==> config.mk <==
export PLATFORM = sky130hd
export DESIGN_NAME = dio_card
export DESIGN_NICKNAME = d
export VERILOG_FILES = /design/src/pkg/dio_pkg.sv /design/src/pkg/dio_sel_if.sv /design/src/rtl/dio_decode.sv /design/src/rtl/dio_card.sv
export SDC_FILE = /design/constraint.sdc
export NUM_CORES = 1
export LEC_CHECK = 0
export BUFFER_PORTS_ARGS = -buffer_cell sky130_fd_sc_hd__buf_2
export CORE_AREA = 5 5 94 96
export CTS_CLUSTER_SIZE = 16
export DETAILED_ROUTE_END_ITERATION = 12
export DIE_AREA = 0 0 99 101
export MAX_ROUTING_LAYER = met4
export PLACE_DENSITY = 0.62
export SLEW_MARGIN = 25
export SYNTH_ARGS = -nofsm -noshare
export SYNTH_HDL_FRONTEND = slang
export SYNTH_SLANG_ARGS = --single-unit
==> constraint.sdc <==
create_clock -name core_clk_i -period 5.1 [get_ports core_clk_i]
set_input_delay 0.51 -clock core_clk_i [delete_from_list [all_inputs] [get_ports core_clk_i]]
set_output_delay 0.51 -clock core_clk_i [all_outputs]
set_load 0.005 [all_outputs]
==> src/pkg/dio_pkg.sv <==
package dio_pkg;
  // ===========================================================
  // register offsets within the window
  localparam logic [1:0] OFS_PORT_A = 2'h0;
  localparam logic [1:0] OFS_PORT_B = 2'h1;
  localparam logic [1:0] OFS_PORT_C = 2'h2;
  localparam logic [1:0] OFS_CTRL = 2'h3;
  // ===========================================================
  // control byte fields
  localparam int CTL_SET = 7;
  localparam int CTL_MODE_A_HI = 6;
  localparam int CTL_MODE_A_LO = 5;
  localparam int CTL_DIR_A = 4;
  localparam int CTL_DIR_CHI = 3;
  localparam int CTL_MODE_B = 2;
  localparam int CTL_DIR_B = 1;
  localparam int CTL_DIR_CLO = 0;
  // all inputs, mode 0 after reset
  localparam logic [7:0] CTL_RESET = 8'h9b;
  // ===========================================================
  // interrupt lines on port c and level range
  localparam int IRQ_SRC_BIT = 3;
  localparam int IRQ_DIS_BIT = 7;
  localparam int IRQ_LVL_MIN = 2;
  localparam int IRQ_LVL_NUM = 6;
  localparam logic [2:0] IRQ_LVL_DEF = 3'h2;
  // ===========================================================
  // wait states added when the option is on
  localparam logic [1:0] WAIT_CYCLES = 2'h1;
  typedef enum logic [1:0] {
    DIO_MODE_SIMPLE,
    DIO_MODE_STROBED,
    DIO_MODE_BIDIR
  } dio_mode_e;
endpackage

==> src/pkg/dio_sel_if.sv <==
`timescale 1ns/1ns
// decode result carried from the decoder to the port logic
interface dio_sel_if;
  logic sel;
  logic rd;
  logic wr;
  logic [1:0] reg_idx;
  modport dec (output sel, output rd, output wr, output reg_idx);
  modport use_ (input sel, input rd, input wr, input reg_idx);
endinterface

==> src/rtl/dio_decode.sv <==
`timescale 1ns/1ns
// address window decode, purely combinational
module dio_decode (
  // host bus
  input wire logic [9:0] addr_i,
  input wire logic aen_i,
  input wire logic ior_n_i,
  input wire logic iow_n_i,
  // base switches, one is off
  input wire logic [7:0] base_sw_off_i,
  // decode result
  dio_sel_if.dec sel_o
);
  logic io_cycle;
  // dma cycles raise aen, so the card stays deaf to them
  assign io_cycle = !aen_i && (!ior_n_i || !iow_n_i);
  // off switch compares against a one, on against a zero
  assign sel_o.sel = io_cycle && (addr_i[9:2] == base_sw_off_i);
  assign sel_o.rd = !ior_n_i;
  assign sel_o.wr = !iow_n_i;
  assign sel_o.reg_idx = addr_i[1:0];
endmodule

==> src/rtl/dio_card.sv <==
`timescale 1ns/1ns
// host-side front end of the 24-line digital i/o card
module dio_card (
  // clock and reset
  input wire logic core_clk_i,
  input wire logic rst_n_i,
  // host bus
  input wire logic [9:0] addr_i,
  input wire logic aen_i,
  input wire logic ior_n_i,
  input wire logic iow_n_i,
  input wire logic [7:0] data_i,
  output logic [7:0] data_o,
  output logic data_oe_o,
  output logic io_ready_o,
  output logic [5:0] irq_o,
  // straps and jumpers
  input wire logic [7:0] base_sw_off_i,
  input wire logic wait_en_i,
  input wire logic [2:0] irq_level_i,
  // connector ports
  input wire logic [7:0] port_a_byte_i,
  output logic [7:0] port_a_byte_o,
  output logic port_a_byte_oe_o,
  input wire logic [7:0] port_b_byte_i,
  output logic [7:0] port_b_byte_o,
  output logic port_b_byte_oe_o,
  input wire logic [7:0] port_c_byte_i,
  output logic [7:0] port_c_byte_o,
  output logic [7:0] port_c_byte_oe_o,
  // status
  output logic [1:0] mode_a_o,
  output logic mode_b_o
);
  typedef struct packed {
    logic [7:0] ctl;
    logic [7:0] out_a;
    logic [7:0] out_b;
    logic [7:0] out_c;
    logic [7:0] rdata;
    logic [1:0] wait_cnt;
    logic wr_seen;
    logic irq_buf;
    logic [2:0] lvl;
  } dio_st_s;

  dio_st_s st_reg;
  dio_st_s st_next;
  dio_sel_if sel_bus ();
  logic in_a;
  logic in_b;
  logic in_chi;
  logic in_clo;
  logic [7:0] c_view;
  logic [7:0] c_oe;

  dio_decode u_dec (
    .addr_i(addr_i),
    .aen_i(aen_i),
    .ior_n_i(ior_n_i),
    .iow_n_i(iow_n_i),
    .base_sw_off_i(base_sw_off_i),
    .sel_o(sel_bus)
  );

  // ===========================================================
  // direction decode from the control byte
  assign in_a = st_reg.ctl[dio_pkg::CTL_DIR_A];
  assign in_b = st_reg.ctl[dio_pkg::CTL_DIR_B];
  assign in_chi = st_reg.ctl[dio_pkg::CTL_DIR_CHI];
  assign in_clo = st_reg.ctl[dio_pkg::CTL_DIR_CLO];
  assign c_oe = {{4{!in_chi}}, {4{!in_clo}}};
  // driven c lines read back their latch, inputs read the pins live
  assign c_view = (c_oe & st_reg.out_c) | (~c_oe & port_c_byte_i);

  // ===========================================================
  // next state
  always_comb begin
    st_next = st_reg;
    st_next.lvl = irq_level_i;
    st_next.wr_seen = sel_bus.sel && sel_bus.wr;
    // wait counter restarts per cycle, so each access gets one wait
    if (!sel_bus.sel) begin
      st_next.wait_cnt = dio_pkg::WAIT_CYCLES;
    end else if (st_reg.wait_cnt != 2'h0) begin
      st_next.wait_cnt = st_reg.wait_cnt - 2'h1;
    end
    if (sel_bus.sel && sel_bus.rd) begin
      case (sel_bus.reg_idx)
        dio_pkg::OFS_PORT_A: st_next.rdata = in_a ? port_a_byte_i : st_reg.out_a;
        dio_pkg::OFS_PORT_B: st_next.rdata = in_b ? port_b_byte_i : st_reg.out_b;
        dio_pkg::OFS_PORT_C: st_next.rdata = c_view;
        default: st_next.rdata = 8'h00; // control byte is write only
      endcase
    end
    // act once on the leading edge of the write strobe
    if (sel_bus.sel && sel_bus.wr && !st_reg.wr_seen) begin
      case (sel_bus.reg_idx)
        dio_pkg::OFS_PORT_A: st_next.out_a = data_i;
        dio_pkg::OFS_PORT_B: st_next.out_b = data_i;
        dio_pkg::OFS_PORT_C: st_next.out_c = data_i;
        dio_pkg::OFS_CTRL: begin
          if (data_i[dio_pkg::CTL_SET]) begin
            // mode set clears output latches, as the peripheral does
            st_next.ctl = data_i;
            st_next.out_a = 8'h00;
            st_next.out_b = 8'h00;
            st_next.out_c = 8'h00;
          end else begin
            // bit set/reset of one port c line
            st_next.out_c[data_i[3:1]] = data_i[0];
          end
        end
        default: st_next.ctl = st_reg.ctl;
      endcase
    end
    // request buffered, gated by the disable line
    st_next.irq_buf = c_view[dio_pkg::IRQ_SRC_BIT] && !c_view[dio_pkg::IRQ_DIS_BIT];
  end

  // ===========================================================
  // state register
  always_ff @(posedge core_clk_i or negedge rst_n_i) begin
    if (!rst_n_i) begin
      st_reg <= '0;
      st_reg.ctl <= dio_pkg::CTL_RESET;
      st_reg.wait_cnt <= dio_pkg::WAIT_CYCLES;
      st_reg.lvl <= dio_pkg::IRQ_LVL_DEF;
    end else begin
      st_reg <= st_next;
    end
  end

  // ===========================================================
  // outputs
  assign data_o = st_reg.rdata;
  assign data_oe_o = sel_bus.sel && sel_bus.rd;
  // ready low only while a wait is owed on a card cycle
  assign io_ready_o = !(wait_en_i && sel_bus.sel && st_reg.wait_cnt != 2'h0);
  assign port_a_byte_o = st_reg.out_a;
  assign port_a_byte_oe_o = !in_a;
  assign port_b_byte_o = st_reg.out_b;
  assign port_b_byte_oe_o = !in_b;
  assign port_c_byte_o = st_reg.out_c;
  assign port_c_byte_oe_o = c_oe;
  assign mode_a_o = st_reg.ctl[dio_pkg::CTL_MODE_A_HI] ? 2'h2 : {1'b0, st_reg.ctl[dio_pkg::CTL_MODE_A_LO]};
  assign mode_b_o = st_reg.ctl[dio_pkg::CTL_MODE_B];

  // one request line per jumper position 2..7
  genvar gi;
  generate
    for (gi = 0; gi < dio_pkg::IRQ_LVL_NUM; gi++) begin : g_irq
      assign irq_o[gi] = st_reg.irq_buf && (st_reg.lvl == 3'(gi + dio_pkg::IRQ_LVL_MIN));
    end
  endgenerate
endmodule

## Word-level counts from Yosys, hierarchy flattened

Index checks and enable logic that the tools add are counted.

- $add $sub $neg: 1
- $lt $le $gt $ge: 2
- Equality and inequality tests: 12
- Multiplexer cells: 14
- Bitwise operators: 4
- Reduce and logical (&&, ||, !) cells: 35

Operators by type and width:

| kind | count |
|---|---|
| 8-bit case mux with 2 select lines | 3 |
| 8-bit two-way mux | 3 |
| 8-bit case mux with 3 select lines | 1 |
| 8-bit bitwise AND | 2 |
| 16-bit two-way mux | 1 |
| 1-bit logical AND | 15 |
| 3-bit equality test, second input constant | 4 |
| 1-bit logical NOT | 10 |
| 3-bit AND reduction | 3 |
| 8-bit bitwise mux | 1 |
| 8-bit equality test | 1 |
| 8-bit NOT | 1 |
| 8-bit bitwise OR | 1 |
| 2-bit nonzero test | 4 |
| 3-bit by 2-bit equality test with 1-bit output, second input constant | 2 |
| 2-bit two-way mux | 3 |
| 2-bit equality test, second input constant | 2 |
| 3-bit by 4-bit less-than comparator with 1-bit output, second input constant | 1 |
| 1-bit demux with 3-bit select | 1 |
| 3-bit by 1-bit >= comparator with 1-bit output, second input constant | 1 |
| 2-bit by 1-bit equality test with 1-bit output, second input constant | 1 |
| 2-bit logical NOT | 1 |
| 2-bit by 1-bit inequality test with 1-bit output, second input constant | 1 |
| 2-bit inequality test, second input constant | 1 |
| 4 further kinds | 4 |

- Register bits: 46
- Input bits: 59
- Output and inout port bits: 53
- Word-level logic and storage cells: 77

## Longest topological paths before layout

Gate-level depths: netlist of the first run.

- Depth in word-level cells: 7
- Mapped depth: 6
- Depth with buffers taken out: 5

## Cells and area by module

A second synthesis of the first run with hierarchy kept.

- Cells, all modules: 274
- Area, all modules: 2920.3 um^2

Modules (own cells, without submodules):

| module | instances | cells an instance | area an instance (um^2) | sequential area each (um^2) |
|---|---|---|---|---|
| dio_card | 1 | 258 | 2798.9 | 1158.6 |
| dio_decode | 1 | 16 | 121.4 | 0.0 |

## Worst setup path before layout of the first run

No wires, ideal clock.

- Path type: input to output
- From: in base_sw_off_i[3]
- To: out io_ready_o
- Data arrival time: 1626 ps
- Data required time: 4590 ps
- Path slack: 2964 ps
- Stages: 6
- Path buffers: 2
- Cell sequence: xnor2_1 > nand4_2 > buf_4 > clkbuf_1 > nor3_1 > nand3b_1

- Word-level cells in the longest chain between the ends: 5

RTL lines:

| item | line | source |
|---|---|---|
| from (decl) | dio_card.sv:18 | `input wire logic [7:0] base_sw_off_i,` |
| 8-bit equality test | dio_decode.sv:18 | `assign sel_o.sel = io_cycle && (addr_i[9:2] == base_sw_off_i);` |
| 1-bit logical AND | dio_decode.sv:18 |  |
| 1-bit logical AND (2 in a row) | dio_card.sv:139 | `assign io_ready_o = !(wait_en_i && sel_bus.sel && st_reg.wait_cnt != 2'h0);` |
| 1-bit logical NOT | dio_card.sv:139 |  |
| to (decl) | dio_card.sv:15 | `output logic io_ready_o,` |

Every way passes these cells.

## Worst setup path in the final report of the first run

- From: in base_sw_off_i[6]
- To: out data_oe_o

- Word-level cells in the longest chain between the ends: 3

RTL lines:

| item | line | source |
|---|---|---|
| 8-bit equality test | dio_decode.sv:18 |  |
| 1-bit logical AND | dio_decode.sv:18 |  |
| 1-bit logical AND | dio_card.sv:137 | `assign data_oe_o = sel_bus.sel && sel_bus.rd;` |
| to (decl) | dio_card.sv:14 | `output logic data_oe_o,` |

Every way passes these cells.

==> results of run 1 <==
## kinds of logic after synthesis
| logic type | share of synthesized area (%) |
|---|---|
| fa+ha+maj | 0.406 |
| buf+inv | 15.0 |
| mux | 17.1 |
| xor+xnor | 3.05 |
| simple gates | 12.4 |
| flops | 37.6 |
| compound gates | 14.3 |
## Yosys cell counts (8+ instances only)
library cell	number
o31ai_1	10
mux2i_1	29
nand2_1	8
dfrtp_1	40
buf_4	40
mux2_2	21
a222oi_1	8
inv_1	23
nor2_1	13
clkbuf_1	11
a22o_1	8
o22ai_1	8
## where the power goes
part | total, mW | switching, mW | leakage (nW) | internal, mW
Clock | 0.289 | 0.129 | 0.0585 | 0.160
Sequential | 0.375 | 0.00415 | 0.611 | 0.370
Combinational | 0.117 | 0.0697 | 1.26 | 0.0473
## layout make-up
| class | count | area share, % |
|---|---|---|
| clock inverters | 1 | 0.856 |
| multi-input cells | 181 | 41.5 |
| inverters | 23 | 2.46 |
| clock buffers | 7 | 2.46 |
| flip-flops and latches | 46 | 33.0 |
| repair buffers | 111 | 15.9 |
| well taps | 105 | 3.74 |
## layer usage
metal / part of all wire, % / vias up
met3: 7.9 / 10
met1: 42 / 1224
met5: 0 / -
met4: 1.4 / 0
li1: - / 1205
met2: 49 / 109
## metrics by stage
stage / hold slack [ps] / instances / util (%) / cell area, µm²
after floorplan: 214 / 308 / - / 3080
after global placement: 485 / 466 / 42.5 / 3390
after detailed placement: 490 / 466 / 42.6 / 3390
after CTS: 229 / 474 / 44.0 / 3510
after global routing: 253 / 474 / 44.0 / 3510
final: 211 / 474 / 44.0 / 3510
## critical path, stage by stage
cell	delay, ps
buf_2	100
xnor2_1	180
nand3_1	700
nor4_4	790
buf_2	230
## worst max-delay path by stage
stage | start | slack [ps] | endpoint
3_5_place_dp | base_sw_off_i[6] | 2090 | data_oe_o
3_3_place_gp | base_sw_off_i[6] | 2170 | data_oe_o
6_report | base_sw_off_i[6] | 2070 | data_oe_o
2_1_floorplan | base_sw_off_i[3] | 2960 | io_ready_o
5_1_grt | base_sw_off_i[6] | 1950 | data_oe_o
4_1_cts | base_sw_off_i[6] | 2090 | data_oe_o
## layout by cell type (no fill, tap or decap), types with 2 or more instances in the layout
cell type	Yosys	routed
buf_2	7	110
dfrtp_1	40	40
mux2i_1	29	29
inv_1	23	23
mux2_2	21	21
nor2_1	13	13
o31ai_1	10	10
nand2_1	8	8
a222oi_1	8	8
a22o_1	8	8
o22ai_1	8	8
o41ai_1	7	7
a21oi_1	7	7
xnor2_1	6	6
o21ai_0	6	6
clkbuf_8	0	6
dfstp_2	6	6
nand2b_1	5	5
nor4_1	5	5
nor2b_1	4	4
nor3_1	4	4
nand3_1	3	3
nand3b_1	3	3
nand4_1	3	3
xnor2_2	2	2
and3_1	2	2
nor4_4	2	2
a32oi_1	2	2
==> results.md, run 1 <==
* Status: finished, final reports clean
* Async set-reset flop share out of synthesis at 100%
* Worst R2R End: port_c_byte_o[4]
* Via count of the first global-routing pass at 2574
* Initial antenna violation count at 0
* Detailed placement HPWL at 6820 µm
* Post-CTS setup buffers at 0
* Setup TNS at 0 ps
* Critical Path RT at 4590 ps
* First-pass DRT Iterations at 8
* Final setup violation count at 0
* Primary FF master, synth: dfrtp_1
* Clk_lat worst skew at 300 ps
* Syn_nets at 368
* Mapped Area at 3080 µm²
* Pre-CTS setup slack at 2090 ps
* Ports at 112
* Wire length of the first global-routing pass at 13600 µm
* CP Launch Type: input port
* Max-cap viol count at 0
* Total track usage at 18.0%
* Post-synth top area cell: dfrtp_1
* Overall power at 0.781 mW
* Crit path DAT at 2520 ps
* Total gr overflow at 0
* Die Height at 101 µm
* Starting Density at 38.6%
* Total Wirelength at 8860 µm
* Filler instances at 793
* GRT Max-Usage Layer: met2
* Worst min-delay path category: in2async
* Reg2reg start: st_reg[4]
* Number of flip-flops in the largest register at 9
* GR Util met3 at 3.81%
* Post-Syn Area per Cell at 10.0 µm²
* Crit path time final at 3030 ps
* Kind of critical path: in2out
* CP endpoint kind: primary output
* CP Max Fanout at 22
* Worst-margin pin slew at 990 ps
* # rows at 33
* Synth cell types at 44
* Detailed Route Iter0 Violations at 250
* Hold Buf Count CTS at 0
* Top cells by area, synth: dfrtp_1, buf_4, mux2i_1
* R2R depth at 4
* Layout Nets at 428
* CTS Buffer Depth at 2
* Max IR drop VDD at 0.110 mV
* Area of the multi-input gates at 1460 µm²
* CTS Buf Count at 5
* IO Port Bufs at 111
* Clk_skew at 2.06 ps
* Proportion of layout cells with a drive suffix above 1 at 41.7%
* Unrepaired setup endpoints after global routing: no
* Sink Count at 46
* Post-synth EDFFs at 0
* Post-CTS sizing at 0
* Register bit total from synthesis at 46
* Diode count at 0
* Worst-path clk slew at 90 ps
* Cells after Synth at 308
* Core ar. at 7970 µm²
* Seq/Total Area, Yosys at 37.6%
* Met1 usage at 22.9%
* Die W at 99 µm
* Slew headroom at 33.8%
* Pleak at 1.93 nW
* Final Worst Setup Slack at 2070 ps
* Final slew viol count at 0
* DRC viols at 0
* Routability cong. at 0.892
* Power per cell area at 223 nW/µm²
* Via count at 2548
* Vias per Instance at 5.38
* Share of the synthesized area in the top cell type at 32.5%
* Final Hold Vio Count at 0
* CTS H-tree lvls at 2
* Area Overhead vs Synth at 13.9%
* Antenna-violating nets left at 0
* Register area at 1160 µm²
* Die ar. at 10000 µm²
* Synth warn at 0
* Reg2reg setup slack at 3070 ps
* Largest net degree at the start of global routing at 47
* Routed len/inst at 18.7 µm
* Fmax at 330 MHz
* Met2 Use GR at 29.3%
* CTS tree: built
* Root Buffer Master: clkbuf_8
* Final Cycle Share at 59.4%
No activity file was read; power rests on OpenSTA's default activity.
==> inputs of run 2 (changes only) <==
Settings changed: ABC_AREA from default to 1, PLACE_DENSITY 0.62 to 0.64.
Clock period 5.1 ns to 2.7 ns, I/O delays scaled along.
==> run 2 against run 1 <==
Against the previous run: critical path depth up 4; area after synthesis is 0.45% lower; global-route usage up 1.1 points; sequential share of layout area shrank 0.33 points; via count up 16%; highest routed layer unchanged.
==> results.md, run 2 <==
* CP max stage cell: nor2_2
* Post-synth EDFFs at 0 (unchanged)
* Critical Path RT at 2430 ps (-2160 ps)
* Slew headroom at 56.6% (+23 points)
* Number of flip-flops in the largest register at 9 (unchanged)
* Reg2reg start: in_b
* Initial antenna violation count at 0 (unchanged)
* DRC viols at 0 (unchanged)
* Antenna-violating nets left at 0 (unchanged)
* Most frequent cells after synthesis: nand2_1, inv_1, nor2_1
* CTS tree: built
* Via count of the first global-routing pass at 2902 (+13%)
* Routed len/inst at 15.0 µm (-20%)
* Slowest stage delay, CP at 340 ps (-450 ps)
* CP Max Fanout at 11 (-50%)
* Final Cycle Share at 69.0%
* Synth warn at 0 (unchanged)
* Clk_skew at 4.03 ps (+1.97 ps)
* Crit path DAT at 1590 ps (-930 ps)
* Ports at 112 (unchanged)
* Cell mode on critical path: nand2_1
* Unrepaired setup endpoints after global routing: no
* Die W at 99 µm (unchanged)
* First-pass DRT Iterations at 4 (-4)
* Status: finished, final reports clean
* Detailed placement HPWL at 7390 µm (+8.4%)
* Post-Syn Area per Cell at 7.16 µm² (-28%)
* Final instance area at 3540 µm² (+1.0%)
* Via count at 2953 (+16%)
* Detailed Route Iter0 Violations at 137 (-45%)
* Overall power at 1.45 mW (+86%)
* Async set-reset flop share out of synthesis at 100% (unchanged)
* # rows at 33 (unchanged)
* Most frequent cells in the layout: nand2_1, buf_2, inv_1, nor2_1
* CTS H-tree lvls at 2 (unchanged)
* Final slew viol count at 0 (unchanged)
* Area Overhead vs Synth at 15.6%
* Worst-margin pin slew at 650 ps (-340 ps)
* Clk_lat worst skew at 300 ps (about the same)
* Max IR drop VDD at 0.170 mV (+54%)
* Root Buffer Master: clkbuf_8
* Kind of critical path: in2out
* Max-cap viol count at 0 (unchanged)
* CP endpoint kind: primary output
* Mapped Area at 3070 µm² (-0.45%)
* CTS Buffer Depth at 2 (unchanged)
* Worst setup path end: data_oe_o
* Area of the multi-input gates at 1380 µm² (-5.7%)
* Filler instances at 866 (+9.2%)
* Post-layout utilization of the core at 44.5% (+0.44 points)
* Most common cell after layout, fill and taps aside: nand2_1
* Worst-path clk slew at 90 ps (about the same)
* Register bit total from synthesis at 46 (unchanged)
* Syn_nets at 488 (+33%)
* Pleak at 1.98 nW (+2.6%)
* DP Area at 3430 µm² (+1.0%)
* Post-synth top area cell: dfrtp_1
* IO Port Bufs at 111 (unchanged)
* Share of the synthesized area in the top cell type at 32.7% (+0.15 points)
* Routability cong. at 0.906 (+1.6%)
* Crit path time final at 1860 ps
* Proportion of layout cells with a drive suffix above 1 at 29.0% (-13 points)
* Primary FF master, synth: dfrtp_1
* Most common cell in the netlist: nand2_1
* Die Height at 101 µm (unchanged)
* Synth cell types at 32 (-27%)
* Crit-path cells: buf_2 -> nand2_1 -> nand2_1 -> nor2_1 -> nand2_1 -> nor2_4 -> nand2_1 -> nor2_2 -> buf_2
* Post-CTS setup buffers at 0 (unchanged)
* Worst Setup SP: base_sw_off_i[7]
* Reg2reg setup slack at 1030 ps (-2040 ps)
* Total track usage at 19.1% (+1.1 points)
* Layout Nets at 563 (+32%)
* Final setup violation count at 0 (unchanged)
* Wire length of the first global-routing pass at 14600 µm (+7.6%)
* Power per cell area at 409 nW/µm² (+84%)
* Worst min-delay path category: in2reg
* CTS Buf Count at 5 (unchanged)
* Worst R2R End: data_o[3]
* CP Launch Type: input port
* Setup TNS at 0 ps (unchanged)
* Die ar. at 10000 µm² (unchanged)
* Core ar. at 7970 µm² (unchanged)
* Largest net degree at the start of global routing at 27 (-43%)
* Cells after Synth at 428 (+39%)
* Total gr overflow at 0 (unchanged)
* Total Wirelength at 9130 µm (+3.1%)
* Final Hold Vio Count at 0 (unchanged)
* R2R depth at 5 (+1)
* Sink Count at 46 (unchanged)
* Vias per Instance at 4.85 (-9.8%)
* Diode count at 0 (unchanged)
* Seq/Total Area, Yosys at 37.8% (+0.17 points)
* Starting Density at 38.5% (-0.17 points)
* Top cells by area, synth: dfrtp_1, nand2_1, buf_4
* Fmax at 537 MHz
* Register area at 1160 µm² (unchanged)
-- run 2: layout make-up --
| cell class | instances | area share [%] |
|---|---|---|
| multi-input cells | 284 | 38.8 |
| flip-flops and latches | 46 | 32.7 |
| repair buffers | 113 | 16.2 |
| inverters | 53 | 5.61 |
| well taps | 105 | 3.71 |
| clock buffers | 7 | 2.15 |
| clock inverters | 1 | 0.847 |
-- run 2: where the power goes --
part	internal (mW)	switching, mW	total, mW	leakage (nW)
Sequential	0.707	0.0134	0.721	0.585
Clock	0.277	0.240	0.517	0.0524
Combinational	0.0798	0.131	0.211	1.34
-- run 2: what timing repair did --
| item | in CTS | in global routing |
|---|---|---|
| hold buffers | 1 | 0 |
| endpoints found under the hold margin | 3 | 0 |
| gates resized for setup | 0 | 0 |
-- run 2: worst min-delay path by stage --
stage | cells after the start | to | from | slack [ps]
5_1_grt | 1 | st_reg[1] | irq_level_i[1] | 50
2_1_floorplan | 0 | data_o[0] | rst_n_i | -30
4_1_cts | 1 | st_reg[1] | irq_level_i[1] | 50
6_report | 1 | st_reg[1] | irq_level_i[1] | 60
3_3_place_gp | 1 | st_reg[45] | rst_n_i | 330
3_5_place_dp | 1 | st_reg[45] | rst_n_i | 330
-- run 2: cells by family after synthesis --
logic type      synth area share [%]
fa+ha+maj                      0.408
xor+xnor                       0.572
buf+inv                         17.3
flops                           37.8
simple gates                    32.2
compound gates                  11.1
mux                            0.653
-- run 2: worst max-delay path: cells and delay by family --
| kind | cells | cell delay [ps] |
|---|---|---|
| AND/OR/NAND/NOR | 7 | 1020 |
| buffers and inverters | 2 | 300 |
-- run 2: layer usage --
| metal | vias to the layer above | track usage, % | part of all wire, % |
|---|---|---|---|
| met1 | 1362 | 25.4 | 45 |
| met5 | - | - | 0 |
| met3 | 9 | 3.81 | 7.5 |
| met4 | 0 | 4.52 | 1.2 |
| li1 | 1478 | - | - |
| met2 | 104 | 30.0 | 46 |
-- run 2: metrics by stage --
step	hold WS, ps	std cells	setup WS (ps)
CTS	51.9	609	836
global placement	326	600	877
global route	48.4	609	662
floorplan	-25.6	428	1300
finish	63.7	609	837
detailed placement	334	600	851
